==> config.mk <==
export PLATFORM = sky130hd
export DESIGN_NAME = gpc_top
export DESIGN_NICKNAME = d
export VERILOG_FILES = /design/src/verilog/gpc_pkg.sv /design/src/verilog/gpc_sync2.sv /design/src/verilog/gpc_prescaler.sv /design/src/verilog/gpc_top.sv
export VERILOG_INCLUDE_DIRS = /design/src /design/src/verilog
export SDC_FILE = /design/constraint.sdc
export NUM_CORES = 1
export LEC_CHECK = 0
export ABC_CLOCK_PERIOD_IN_PS = 5000
export BUFFER_PORTS_ARGS = -buffer_cell sky130_fd_sc_hd__buf_2
export CORE_ASPECT_RATIO = 1.1
export CORE_MARGIN = 2
export CORE_UTILIZATION = 40
export DETAILED_ROUTE_END_ITERATION = 8
export SKIP_CTS_REPAIR_TIMING = 1
export SKIP_LAST_GASP = 1
export SYNTH_ARGS = -nofsm -noshare
export SYNTH_HDL_FRONTEND = slang
export SYNTH_HIERARCHICAL = 1
export SYNTH_SLANG_ARGS = --single-unit
==> constraint.sdc <==
create_clock -name I_MCLK -period 5 [get_ports I_MCLK]
set_clock_uncertainty 0.2 [all_clocks]
set_input_delay 1 -clock I_MCLK [delete_from_list [all_inputs] [get_ports I_MCLK]]
set_output_delay 1 -clock I_MCLK [all_outputs]
set_load 0.02 [all_outputs]
==> src/verilog/gpc_defines.svh <==
// register offsets, field positions, reset values and counts for the gated counter
`ifndef GPC_DEFINES_SVH
`define GPC_DEFINES_SVH

// register offsets
`define GPC_ADDR_TIMER_CONTROL 8'h00
`define GPC_ADDR_GATE_CONTROL  8'h01
`define GPC_ADDR_COUNT_LOW     8'h02
`define GPC_ADDR_COUNT_HIGH    8'h03
`define GPC_ADDR_IRQ_STATUS    8'h04
`define GPC_ADDR_IRQ_CLEAR     8'h05
`define GPC_ADDR_IRQ_ENABLE    8'h06

// timer_control fields
`define GPC_TC_ON_BIT          0
`define GPC_TC_SYNC_BYPASS_BIT 2
`define GPC_TC_PS_LSB          4
`define GPC_TC_PS_MSB          5
`define GPC_TC_EXT_SRC_BIT     6
`define GPC_TC_MASK            8'h0075

// gate_control fields
`define GPC_GC_SRC_LSB         0
`define GPC_GC_SRC_MSB         1
`define GPC_GC_POL_BIT         6
`define GPC_GC_ON_BIT          7
`define GPC_GC_MASK            8'h00C3

// interrupt status fields
`define GPC_IRQ_WRAP_BIT       0
`define GPC_IRQ_MASK           8'h0001

// reset values and counts
`define GPC_RST_BYTE           8'h00
`define GPC_RST_COUNT          16'h0000
`define GPC_COUNT_MAX          16'hFFFF
`define GPC_COUNT_ONE          16'h0001
`define GPC_PS_RST             3'h0
`define GPC_PS_ONE             3'h1

`endif

==> src/verilog/gpc_pkg.sv <==
// types shared by the gated counter files
package gpc_pkg;

    typedef enum logic [1:0] {
        GPC_GATE_PIN    = 2'h0,
        GPC_GATE_WRAP   = 2'h1,
        GPC_GATE_CMP    = 2'h2,
        GPC_GATE_RESVD  = 2'h3
    } gpc_gate_src_t;

    typedef enum logic [1:0] {
        GPC_DIV_1 = 2'h0,
        GPC_DIV_2 = 2'h1,
        GPC_DIV_4 = 2'h2,
        GPC_DIV_8 = 2'h3
    } gpc_div_t;

endpackage : gpc_pkg

==> src/verilog/gpc_sync2.sv <==
// two flip-flop synchroniser for one pin level
`timescale 1ns/1ps
module gpc_sync2 (
    // clock and reset
    input  wire logic i_clk,
    input  wire logic i_rst_n,
    // level
    input  wire logic i_async,
    output logic      o_sync
);

    logic meta_ff;
    logic sync_ff;
    logic nxt_meta;
    logic nxt_sync;

    always_comb begin
        nxt_meta = i_async;
        nxt_sync = meta_ff;
    end

    always_ff @(posedge i_clk) begin
        if (!i_rst_n) begin
            meta_ff <= 1'b0;
            sync_ff <= 1'b0;
        end else begin
            meta_ff <= nxt_meta;
            sync_ff <= nxt_sync;
        end
    end

    assign o_sync = sync_ff;

endmodule : gpc_sync2

==> src/verilog/gpc_prescaler.sv <==
// prescale counter: passes one of every 1, 2, 4 or 8 input ticks
`timescale 1ns/1ps
`include "gpc_defines.svh"
module gpc_prescaler
    import gpc_pkg::*;
(
    // clock and reset
    input  wire logic     i_clk,
    input  wire logic     i_rst_n,
    // control
    input  wire gpc_div_t i_div,
    input  wire logic     i_clear,
    // ticks
    input  wire logic     i_tick,
    output logic          o_tick
);

    logic [2:0] cnt_ff;
    logic [2:0] nxt_cnt;
    logic [2:0] last_cnt;

    // terminal count for the chosen division
    always_comb begin
        case (i_div)
            GPC_DIV_1: last_cnt = 3'h0;
            GPC_DIV_2: last_cnt = 3'h1;
            GPC_DIV_4: last_cnt = 3'h3;
            GPC_DIV_8: last_cnt = 3'h7;
            default:   last_cnt = 3'h0;
        endcase
    end

    assign o_tick = i_tick && !i_clear && (cnt_ff == last_cnt);

    always_comb begin
        nxt_cnt = cnt_ff;
        if (i_clear) begin
            nxt_cnt = `GPC_PS_RST;
        end else if (o_tick) begin
            nxt_cnt = `GPC_PS_RST;
        end else if (i_tick) begin
            nxt_cnt = cnt_ff + `GPC_PS_ONE;
        end
    end

    always_ff @(posedge i_clk) begin
        if (!i_rst_n) begin
            cnt_ff <= `GPC_PS_RST;
        end else begin
            cnt_ff <= nxt_cnt;
        end
    end
endmodule : gpc_prescaler

==> src/verilog/gpc_top.sv <==
// gated prescaled 16-bit counter with register port and wrap interrupt
`timescale 1ns/1ps
`include "gpc_defines.svh"
module gpc_top
    import gpc_pkg::*;
(
    // clock and reset
    input  wire logic       I_MCLK,
    input  wire logic       I_RST_N,
    // register port
    input  wire logic [7:0] I_ADDR,
    input  wire logic [7:0] I_WDATA,
    input  wire logic       I_WR,
    input  wire logic       I_RD,
    output logic      [7:0] O_RDATA,
    // timing and power
    input  wire logic       I_PHASE_TICK,
    input  wire logic       I_SLEEP,
    // clock and gate sources
    input  wire logic       I_EXT_CLK,
    input  wire logic       I_GATE_PIN,
    input  wire logic       I_COMPANION_WRAP,
    input  wire logic       I_CMP_SYNC_OUT,
    // events
    output logic            O_IRQ,
    output logic            O_WAKE
);

    ////////////////////////////////////////////////////////////////////////////////
    // pin synchronisers and edge detect

    logic ext_sync;
    logic gate_pin_sync;
    logic ext_prev_ff;
    logic nxt_ext_prev;
    logic ext_rise;

    gpc_sync2 u_sync_ext (
        .i_clk   (I_MCLK),
        .i_rst_n (I_RST_N),
        .i_async (I_EXT_CLK),
        .o_sync  (ext_sync)
    );

    gpc_sync2 u_sync_gate (
        .i_clk   (I_MCLK),
        .i_rst_n (I_RST_N),
        .i_async (I_GATE_PIN),
        .o_sync  (gate_pin_sync)
    );

    always_comb begin
        nxt_ext_prev = ext_sync;
    end

    always_ff @(posedge I_MCLK) begin
        if (!I_RST_N) begin
            ext_prev_ff <= 1'b0;
        end else begin
            ext_prev_ff <= nxt_ext_prev;
        end
    end

    assign ext_rise = ext_sync && !ext_prev_ff;

    ////////////////////////////////////////////////////////////////////////////////
    // register state

    logic [7:0]  tctrl_ff;
    logic [7:0]  gctrl_ff;
    logic [7:0]  irq_en_ff;
    logic [7:0]  irq_stat_ff;
    logic [15:0] count_ff;
    logic [7:0]  rdata_ff;
    logic        pend_ff;
    logic [7:0]  nxt_tctrl;
    logic [7:0]  nxt_gctrl;
    logic [7:0]  nxt_irq_en;
    logic [7:0]  nxt_irq_stat;
    logic [15:0] nxt_count;
    logic [7:0]  nxt_rdata;
    logic        nxt_pend;

    logic          wr_low;
    logic          wr_high;
    logic          wr_count;
    logic          counter_on;
    logic          sync_bypass;
    logic          ext_source;
    gpc_div_t      prescale_select;
    logic          gate_mode_on;
    logic          gate_polarity;
    gpc_gate_src_t gate_source_select;

    assign wr_low             = I_WR && (I_ADDR == `GPC_ADDR_COUNT_LOW);
    assign wr_high            = I_WR && (I_ADDR == `GPC_ADDR_COUNT_HIGH);
    assign wr_count           = wr_low || wr_high;
    assign counter_on         = tctrl_ff[`GPC_TC_ON_BIT];
    assign sync_bypass        = tctrl_ff[`GPC_TC_SYNC_BYPASS_BIT];
    assign ext_source         = tctrl_ff[`GPC_TC_EXT_SRC_BIT];
    assign prescale_select    = gpc_div_t'(tctrl_ff[`GPC_TC_PS_MSB:`GPC_TC_PS_LSB]);
    assign gate_mode_on       = gctrl_ff[`GPC_GC_ON_BIT];
    assign gate_polarity      = gctrl_ff[`GPC_GC_POL_BIT];
    assign gate_source_select = gpc_gate_src_t'(gctrl_ff[`GPC_GC_SRC_MSB:`GPC_GC_SRC_LSB]);

    ////////////////////////////////////////////////////////////////////////////////
    // gate selection

    logic gate_level;
    logic gate_valid;
    logic gate_open;
    logic count_en;

    always_comb begin
        gate_level = 1'b0;
        gate_valid = 1'b1;
        case (gate_source_select)
            GPC_GATE_PIN:  gate_level = gate_pin_sync;
            GPC_GATE_WRAP: gate_level = I_COMPANION_WRAP;
            GPC_GATE_CMP:  gate_level = I_CMP_SYNC_OUT;
            default:       gate_valid = 1'b0;
        endcase
    end

    // one polarity compare shared by all sources
    assign gate_open = gate_valid && (gate_level == gate_polarity);
    assign count_en  = counter_on && (!gate_mode_on || gate_open);

    ////////////////////////////////////////////////////////////////////////////////
    // count clock source

    logic raw_tick;
    logic ps_tick;
    logic inc;

    always_comb begin
        nxt_pend = pend_ff;
        raw_tick = 1'b0;
        if (!ext_source) begin
            raw_tick = I_PHASE_TICK && !I_SLEEP;
            nxt_pend = 1'b0;
        end else if (sync_bypass) begin
            raw_tick = ext_rise;
            nxt_pend = 1'b0;
        end else begin
            // edge waits for the next phase tick, which stops in sleep
            raw_tick = (pend_ff || ext_rise) && I_PHASE_TICK && !I_SLEEP;
            if (raw_tick) begin
                nxt_pend = 1'b0;
            end else if (ext_rise) begin
                nxt_pend = 1'b1;
            end
        end
    end

    gpc_prescaler u_presc (
        .i_clk   (I_MCLK),
        .i_rst_n (I_RST_N),
        .i_div   (prescale_select),
        .i_clear (wr_count),
        .i_tick  (raw_tick && count_en),
        .o_tick  (ps_tick)
    );

    assign inc = ps_tick;

    ////////////////////////////////////////////////////////////////////////////////
    // register next state

    logic wrap;

    assign wrap = inc && !wr_count && (count_ff == `GPC_COUNT_MAX);

    always_comb begin
        nxt_tctrl    = tctrl_ff;
        nxt_gctrl    = gctrl_ff;
        nxt_irq_en   = irq_en_ff;
        nxt_irq_stat = irq_stat_ff;
        nxt_count    = count_ff;
        nxt_rdata    = `GPC_RST_BYTE;
        if (wr_low) begin
            nxt_count[7:0] = I_WDATA;
        end else if (wr_high) begin
            nxt_count[15:8] = I_WDATA;
        end else if (inc) begin
            nxt_count = count_ff + `GPC_COUNT_ONE;
        end
        if (I_WR) begin
            case (I_ADDR)
                `GPC_ADDR_TIMER_CONTROL: nxt_tctrl  = I_WDATA & `GPC_TC_MASK;
                `GPC_ADDR_GATE_CONTROL:  nxt_gctrl  = I_WDATA & `GPC_GC_MASK;
                `GPC_ADDR_IRQ_ENABLE:    nxt_irq_en = I_WDATA & `GPC_IRQ_MASK;
                `GPC_ADDR_IRQ_CLEAR:     nxt_irq_stat = irq_stat_ff & ~(I_WDATA & `GPC_IRQ_MASK);
                default:                 nxt_tctrl  = tctrl_ff;
            endcase
        end
        // set after clear so a same-cycle wrap is kept
        if (wrap) begin
            nxt_irq_stat[`GPC_IRQ_WRAP_BIT] = 1'b1;
        end
        // prescale counter has no address; unmapped reads give zero
        if (I_RD) begin
            case (I_ADDR)
                `GPC_ADDR_TIMER_CONTROL: nxt_rdata = tctrl_ff;
                `GPC_ADDR_GATE_CONTROL:  nxt_rdata = gctrl_ff;
                `GPC_ADDR_COUNT_LOW:     nxt_rdata = count_ff[7:0];
                `GPC_ADDR_COUNT_HIGH:    nxt_rdata = count_ff[15:8];
                `GPC_ADDR_IRQ_STATUS:    nxt_rdata = irq_stat_ff;
                `GPC_ADDR_IRQ_ENABLE:    nxt_rdata = irq_en_ff;
                default:                 nxt_rdata = `GPC_RST_BYTE;
            endcase
        end
    end

    always_ff @(posedge I_MCLK) begin
        if (!I_RST_N) begin
            tctrl_ff    <= `GPC_RST_BYTE;
            gctrl_ff    <= `GPC_RST_BYTE;
            irq_en_ff   <= `GPC_RST_BYTE;
            irq_stat_ff <= `GPC_RST_BYTE;
            count_ff    <= `GPC_RST_COUNT;
            rdata_ff    <= `GPC_RST_BYTE;
            pend_ff     <= 1'b0;
        end else begin
            tctrl_ff    <= nxt_tctrl;
            gctrl_ff    <= nxt_gctrl;
            irq_en_ff   <= nxt_irq_en;
            irq_stat_ff <= nxt_irq_stat;
            count_ff    <= nxt_count;
            rdata_ff    <= nxt_rdata;
            pend_ff     <= nxt_pend;
        end
    end

    assign O_RDATA = rdata_ff;
    assign O_IRQ   = |(irq_stat_ff & irq_en_ff);
    assign O_WAKE  = I_SLEEP && O_IRQ;
endmodule : gpc_top

After elaboration in Yosys (flattened, before gate mapping)

Index checks and enable logic that the tools add are counted.

Add/subtract/negate cells: 2
Equality and inequality tests: 15
Multiplexer cells: 13
Bitwise logic cells: 6
Reduce and logical (&&, ||, !) cells: 40

Operator list:

| cell                                                             | count |
|---|---|
| 8-bit one-hot mux with 6 select lines                            | 1 |
| 8-bit by 3-bit == test with 1-bit output (second input constant) | 3 |
| 8-bit two-way mux                                                | 3 |
| 16-bit by 1-bit adder with 16-bit output (second input constant) | 1 |
| 16-bit == test (second input constant)                           | 1 |
| 8-bit by 2-bit == test with 1-bit output (second input constant) | 2 |
| 16-bit two-way mux                                               | 1 |
| 2-bit AND reduction                                              | 8 |
| 1-bit logical AND                                                | 14 |
| 3-bit one-hot mux with 4 select lines                            | 1 |
| 8-bit by 1-bit bitwise AND with 8-bit output                     | 1 |
| 8-bit bitwise AND                                                | 1 |
| 8-bit by 1-bit == test with 1-bit output (second input constant) | 1 |
| 8-bit zero test                                                  | 1 |
| 1-bit inverter with 8-bit output                                 | 1 |
| 2-bit nonzero test                                               | 4 |
| 8-bit OR reduction                                               | 1 |
| 2-bit == test (second input constant)                            | 3 |
| 1-bit two-way mux                                                | 6 |
| 3-bit OR reduction                                               | 2 |
| 2-bit by 1-bit == test with 1-bit output (second input constant) | 2 |
| 1-bit zero test                                                  | 4 |
| 2-bit zero test                                                  | 2 |
| 4-bit OR reduction                                               | 1 |
| other kinds (7)                                                  | 11 |

Flip-flop bits (word level): 51
Input port bits: 26

Longest topological paths before layout

Depth in word-level cells: 14
Mapped depth: 12
Mapped depth without buffers: 12

By module

Netlist, hierarchy kept.

By module, submodules not included:

| module        | instances | cells an instance | area an instance (sq um) | seq. area each (sq um) |
|---|---|---|---|---|
| gpc_top       | 1         | 217               | 1875.5                   | 740.7 |
| gpc_prescaler | 1         | 21                | 211.5                    | 60.1 |
| gpc_sync2     | 2         | 4                 | 52.6                     | 40.0 |

Least setup slack after synthesis

No wires, ideal clock.

Kind: input to register
From: input I_COMPANION_WRAP
To: register count_ff[12]
Setup time: 70 ps
Arrival time: 3011 ps
Required time: 4730 ps
Path slack: 1719 ps
Stages on the path: 12
Buffers on the path: 0
Path through: mux2i_1 > xor2_1 > o21ai_0 > a21oi_1 > nand2b_1 > a311oi_2 > and2_1 > nand3_1 > nor2_1 > nand4_1 > xor2_1 > a21oi_1

Cells in the longest elaborated chain, start to end: 10

Ends and longest elaborated chain:

| item                                  | RTL line            | source |
|---|---|---|
| start, declared                       | gpc_top.sv:22       | `input wire logic I_COMPANION_WRAP,` |
| 1-bit one-hot mux with 3 select lines | gpc_top.sv:117      | `case (gate_source_select)` |
| 1-bit == test                         | gpc_top.sv:126      | `assign gate_open = gate_valid && (gate_level == gate_polarity);` |
| 1-bit logical AND                     | gpc_top.sv:126      |  |
| 1-bit logical OR                      | gpc_top.sv:127      | `assign count_en = counter_on && (!gate_mode_on \|\| gate_open);` |
| 1-bit logical AND                     | gpc_top.sv:127      |  |
| 1-bit logical AND                     | gpc_top.sv:161      | `.i_tick (raw_tick && count_en),` |
| 1-bit logical AND (2 in a row)        | gpc_prescaler.sv:33 | `assign o_tick = i_tick && !i_clear && (cnt_ff == last_cnt);` |
| named net inc                         | gpc_top.sv:134      | `logic inc;` |
| 2-bit nonzero test (no source line)   | --                  |  |
| 2-bit AND reduction (no source line)  | --                  |  |
| end signal, assigned                  | gpc_top.sv:221      | `` count_ff <= `GPC_RST_COUNT; `` |
| end signal, assigned                  | gpc_top.sv:229      | `count_ff <= nxt_count;` |
| end, declared                         | gpc_top.sv:73       | `logic [15:0] count_ff;` |

The timed path passes the listed nets, and every way through them passes these cells.
A chain may end at the register's enable or synchronous reset.

Worst setup path in the final report

From: input I_ADDR[1]
To: register count_ff[12]

Cells in the longest elaborated chain, start to end: 8
Elaborated cells on any way between the ends: 12

Ends and longest elaborated chain:

| item                                        | RTL line                     | source |
|---|---|---|
| start, declared                             | gpc_top.sv:11                | `input wire logic [7:0] I_ADDR,` |
| 8-bit by 2-bit == test with 1-bit output    | --                           |  |
| 1-bit logical AND, on equally long branches | gpc_top.sv:95, gpc_top.sv:96 |  |
| 1-bit logical OR (*)                        | gpc_top.sv:97                | `assign wr_count = wr_low \|\| wr_high;` |
| named net wr_count                          | gpc_top.sv:86                | `logic wr_count;` |
| 1-bit zero test (*)                         | gpc_prescaler.sv:33          |  |
| 1-bit logical AND (*) (2 in a row)          | gpc_prescaler.sv:33          |  |
| named net inc                               | gpc_top.sv:134               |  |
| 2-bit nonzero test (no source line) (*)     | --                           |  |
| 2-bit AND reduction (no source line) (*)    | --                           |  |

The timed path passes the listed nets; every way through them passes the cells marked *.

==> results_tabular.tex <==
\begin{tabular}{lr}
\hline
Metric & Value \\
\hline
\multicolumn{2}{l}{\textbf{Synthesis}} \\
\quad Post-synthesis net count & 274 \\
\quad Proportion of synthesized area in mux cells & 0.07363 \\
\quad Count of synthesis-stage warnings from yosys & 6 \\
\quad Number of standard cells after synthesis & 246 \\
\quad Share of async-settable or async-resettable flops after synthesis & 0 \\
\quad Area share of the largest cell type after synthesis & 0.4018 \\
\quad Synth Area in Compound Gates & 0.1592 \\
\quad Parity-gate share of the synthesized area counting xor and xnor cells & 0.05594 \\
\quad Most used DFF post-synth & sky130\_fd\_sc\_hd\_\_dfxtp\_1 \\
\quad Post-synthesis cell area & 2192 µm² \\
\quad Count of cell types in the netlist & 50 \\
\quad Cell types with the largest area share after synthesis & sky130\_fd\_sc\_hd\_\_dfxtp\_1, sky130\_fd\_sc\_hd\_\_o21ai\_0, sky130\_fd\_sc\_hd\_\_nand3\_1 \\
\quad Post-synthesis adder-cell area fraction & 0.01142 \\
\quad Post-synth top cells & sky130\_fd\_sc\_hd\_\_dfxtp\_1, sky130\_fd\_sc\_hd\_\_nand2\_1, sky130\_fd\_sc\_hd\_\_o21ai\_0 \\
\quad Leading area contributor after synthesis & sky130\_fd\_sc\_hd\_\_dfxtp\_1 \\
\quad Fraction of the mapped netlist area in simple logic gates & 0.2648 \\
\quad Post-synth EDFFs & 0 \\
\quad Mean area per synthesized cell & 8.911 µm² \\
\quad Main combinational cell family by area after synthesis & simple AND/OR/NAND/NOR gates \\
\quad Flip-flop and latch count after synthesis & 44 \\
\quad Sequential fraction of the synthesis area & 0.4018 \\
\quad Most frequent cell after synthesis & sky130\_fd\_sc\_hd\_\_dfxtp\_1 \\
\multicolumn{2}{l}{\textbf{Finish}} \\
\quad Fraction of layout cells with a size suffix above 1 & 0.2151 \\
\quad Antenna Diode Count & 0 \\
\quad Final Non-Filler Cells & 354 \\
\quad Number of filler cells placed in the layout & 554 \\
\quad Net count of the finished layout & 306 \\
\quad Cell area after layout & 2501 µm² \\
\quad Area growth syn-to-layout & 14.10\% \\
\multicolumn{2}{l}{\textbf{Hold path}} \\
\quad Hold/Removal Path Class & flip-flop to flip-flop \\
\multicolumn{2}{l}{\textbf{Drt}} \\
\quad Detailed Routing Iterations Pass 1 & 4 \\
\quad Wire length the detailed router placed on met1 & 2.599 mm \\
\quad Met2 layer wire length in the routed design & 2.449 mm \\
\quad Met3 Routed Length & 202 µm \\
\quad Avg Vias per Cell & 5.362 \\
\quad DRC violation count after routing & 0 \\
\quad Average detailed-routed wire length per instance & 15.06 µm \\
\quad Final routed wirelength across all metal layers & around 5.3 mm \\
\quad Final ANT Viol Nets & 0 \\
\quad Via count of the routed design & 1898 \\
\quad Violation count after the first detailed-route iteration & between 100 and 150 \\
\quad Top routing layer in use & met4 \\
\multicolumn{2}{l}{\textbf{Placement}} \\
\quad DP HPWL & just under 4 mm \\
\quad PortBufs & 35 \\
\quad Routability cong. & 0.8593 \\
\quad Worst slack at placement & 1072 ps \\
\quad Total cell area at the placement stage & 2407 µm² \\
\quad Number of cells in the design after placement & 346 \\
\multicolumn{2}{l}{\textbf{Floorplan}} \\
\quad Die Ht & $\sim$82 µm \\
\quad Total Die Area & 6089 µm² \\
\quad Io pins & 36 \\
\quad Starting density of the core & 0.4117 \\
\quad Number of core rows & 28 \\
\quad Width of the chip & about 75 µm \\
\quad Standard cell core area & 5325 µm² \\
\multicolumn{2}{l}{\textbf{Worst setup path}} \\
\quad Highest-delay cell along the critical path & sky130\_fd\_sc\_hd\_\_nand2\_1 \\
\quad Critical path start-end classification & input pin to flip-flop \\
\quad CP peak stage delay & 370 ps \\
\quad Crit path capture type & flip-flop \\
\quad Arrival time worst endpoint & $\sim$3700 ps \\
\quad Cells along the critical path & buf\_2 > nor4b\_1 > nand2\_1 > inv\_1 > nand2b\_1 > a311oi\_2 > and2\_1 > nand3\_1 > nor2\_1 > nand4\_1 > xor2\_1 > a21oi\_1 \\
\quad Data required time of the critical path & approximately 5000 ps \\
\quad Startpoint kind of the worst setup timing path & input pin \\
\quad Crit Path Max Fanout & 15 \\
\multicolumn{2}{l}{\textbf{Pwr}} \\
\quad Worst-case vdd ir drop & 0.1049 mV \\
\quad Leakage power total & 0.9420 nW \\
\quad Total power divided by cell area & 248.7 nW/µm² \\
\multicolumn{2}{l}{\textbf{Global route}} \\
\quad Number of antenna violations at the first check in global routing & 0 \\
\quad Via count of the first global-routing pass & 1719 \\
\quad Final global-route overflow total & 0 \\
\quad Pin count of the biggest net entering global routing & between 40 and 50 \\
\quad Global-route wire length before repair & 8.493 mm \\
\quad Overall fraction of global-route tracks in use & 0.1866 \\
\multicolumn{2}{l}{\textbf{STA}} \\
\quad Final number of setup-violating endpoints & 0 \\
\quad Final-report hold violation count & 0 \\
\quad Min Tclk post-route & around 3700 ps \\
\quad Slew of the pin with the lowest slew margin & 715.2 ps \\
\quad Highest attainable clock frequency & roughly 270 MHz \\
\quad Unrepaired setup endpoints after global routing & no \\
\quad Final worst path period share & 0.7365 \\
\quad Slew Limit Headroom & 0.5232 \\
\quad Worst hold slack across all endpoints & 237.2 ps \\
\quad Total negative setup slack & 0 ps \\
\quad Final Worst Setup Slack & 1318 ps \\
\quad Number of max-slew violations in the final report & 0 \\
\multicolumn{2}{l}{\textbf{Clocking}} \\
\quad CTS Buf Count & 5 \\
\quad Clock tree from TritonCTS & yes \\
\quad CTS clk-pin slew, worst paths & 80 ps \\
\quad Count of H-tree levels built during CTS & 2 \\
\quad Maximum count of clock buffers along a single path & 2 \\
\quad Clock Sink Count & 44 \\
\quad Cell chosen for the clock root & sky130\_fd\_sc\_hd\_\_clkbuf\_8 \\
\quad Clock latency of the later-clocked register in the worst-skew pair & slightly below 300 ps \\
\multicolumn{2}{l}{\textbf{Run}} \\
\quad Total of max-cap violations & 0 \\
\multicolumn{2}{l}{\textbf{Run status}} \\
\quad Outcome & finished clean \\
\hline
\end{tabular}
-- kinds of logic after synthesis --
group                    after synthesis
AND/OR/NAND/NOR                      104
AO/OA/AOI/OAI                         54
flip-flops                            44
buffers and inverters                 15
XOR/XNOR                              14
multiplexers                          13
adder cells (fa/ha/maj)                2
-- path summary, 6_finish.rpt --
check	startpoint	to	slack [ps]	cells past startpoint
max	I_ADDR[1]	count_ff[12]$_SDFFE_PN0P_	1320	12
min	u_sync_gate/meta_ff$_SDFF_PN0_	u_sync_gate/o_sync$_SDFF_PN0_	240	1
max reg2reg	gctrl_ff[0]$_SDFFE_PN0P_	count_ff[12]$_SDFFE_PN0P_	1820	12
min reg2reg	u_sync_gate/meta_ff$_SDFF_PN0_	u_sync_gate/o_sync$_SDFF_PN0_	240	1
-- routing by layer --
| layer | vias to the layer above | track usage |
|---|---|---|
| li1 | 968 | - |
| met2 | 50 | 0.3009 |
| met1 | 874 | 0.2483 |
| met4 | 0 | 0.06964 |
| met3 | 6 | 0.03313 |
| met5 | - | 0 |
-- critical path, delay by kind of cell --
kind | cells | cell delay [ps]
AND/OR/NAND/NOR | 7 | 1630
AO/OA/AOI/OAI | 2 | 430
XOR/XNOR | 1 | 200
buffers and inverters | 2 | 390
-- through the flow --
step / total power, mW / util
floorplan: 0.3798 / -
global placement: 0.3982 / 0.4521
detailed placement: 0.3982 / 0.4521
CTS: 0.6297 / 0.4697
global route: 0.6484 / 0.4697
finish: 0.6221 / 0.4697
-- sequential cells by signal (all words and copies together), names as in the netlist --
signal	count
O_RDATA	8
count_ff	16
ext_prev_ff	1
gctrl_ff	4
irq_en_ff	1
irq_stat_ff	1
pend_ff	1
tctrl_ff	5
u_presc/cnt_ff	3
u_sync_ext/meta_ff	1
u_sync_ext/o_sync	1
u_sync_gate/meta_ff	1
u_sync_gate/o_sync	1
-- where the power goes --
| group | internal, mW | switching [mW] | total (mW) |
|---|---|---|---|
| Sequential | 0.352 | 0.000825 | 0.353 |
| Clock | 0.112 | 0.120 | 0.232 |
| Combinational | 0.0143 | 0.0228 | 0.0371 |
-- area by class of cell --
cell class,instances,area [µm²],share of cell area
multi-input cells,187,1239,0.4952
repair buffers,35,175.2,0.07003
clock inverters,1,7.507,0.003001
clock buffers,7,86.33,0.03452
well taps,75,93.84,0.03752
inverters,5,18.77,0.007504
flip-flops and latches,44,880.8,0.3522
-- cells in the final DEF (no fill, tap or decap), types with 2 or more instances in the layout --
master / count
sky130_fd_sc_hd__clkbuf_8: 6
sky130_fd_sc_hd__nor2b_1: 3
sky130_fd_sc_hd__a2111oi_1: 2
sky130_fd_sc_hd__nand3_1: 20
sky130_fd_sc_hd__nand4_1: 8
sky130_fd_sc_hd__and4_1: 4
sky130_fd_sc_hd__and3_1: 3
sky130_fd_sc_hd__xnor2_1: 3
sky130_fd_sc_hd__nor4b_1: 2
sky130_fd_sc_hd__a22oi_1: 5
sky130_fd_sc_hd__o311ai_0: 2
sky130_fd_sc_hd__and2_1: 7
sky130_fd_sc_hd__mux2_2: 5
sky130_fd_sc_hd__dfxtp_1: 44
sky130_fd_sc_hd__nand2b_1: 4
sky130_fd_sc_hd__mux2i_1: 6
sky130_fd_sc_hd__o21ai_0: 21
sky130_fd_sc_hd__buf_2: 35
sky130_fd_sc_hd__xor2_1: 11
sky130_fd_sc_hd__ha_1: 2
sky130_fd_sc_hd__nor2_1: 13
sky130_fd_sc_hd__mux4_2: 2
sky130_fd_sc_hd__nor3_1: 5
sky130_fd_sc_hd__a31oi_1: 2
sky130_fd_sc_hd__nand4b_1: 2
sky130_fd_sc_hd__a21oi_1: 11
sky130_fd_sc_hd__inv_1: 5
sky130_fd_sc_hd__nand2_1: 23
sky130_fd_sc_hd__o211ai_1: 2
No activity file was read; power rests on OpenSTA's default activity.
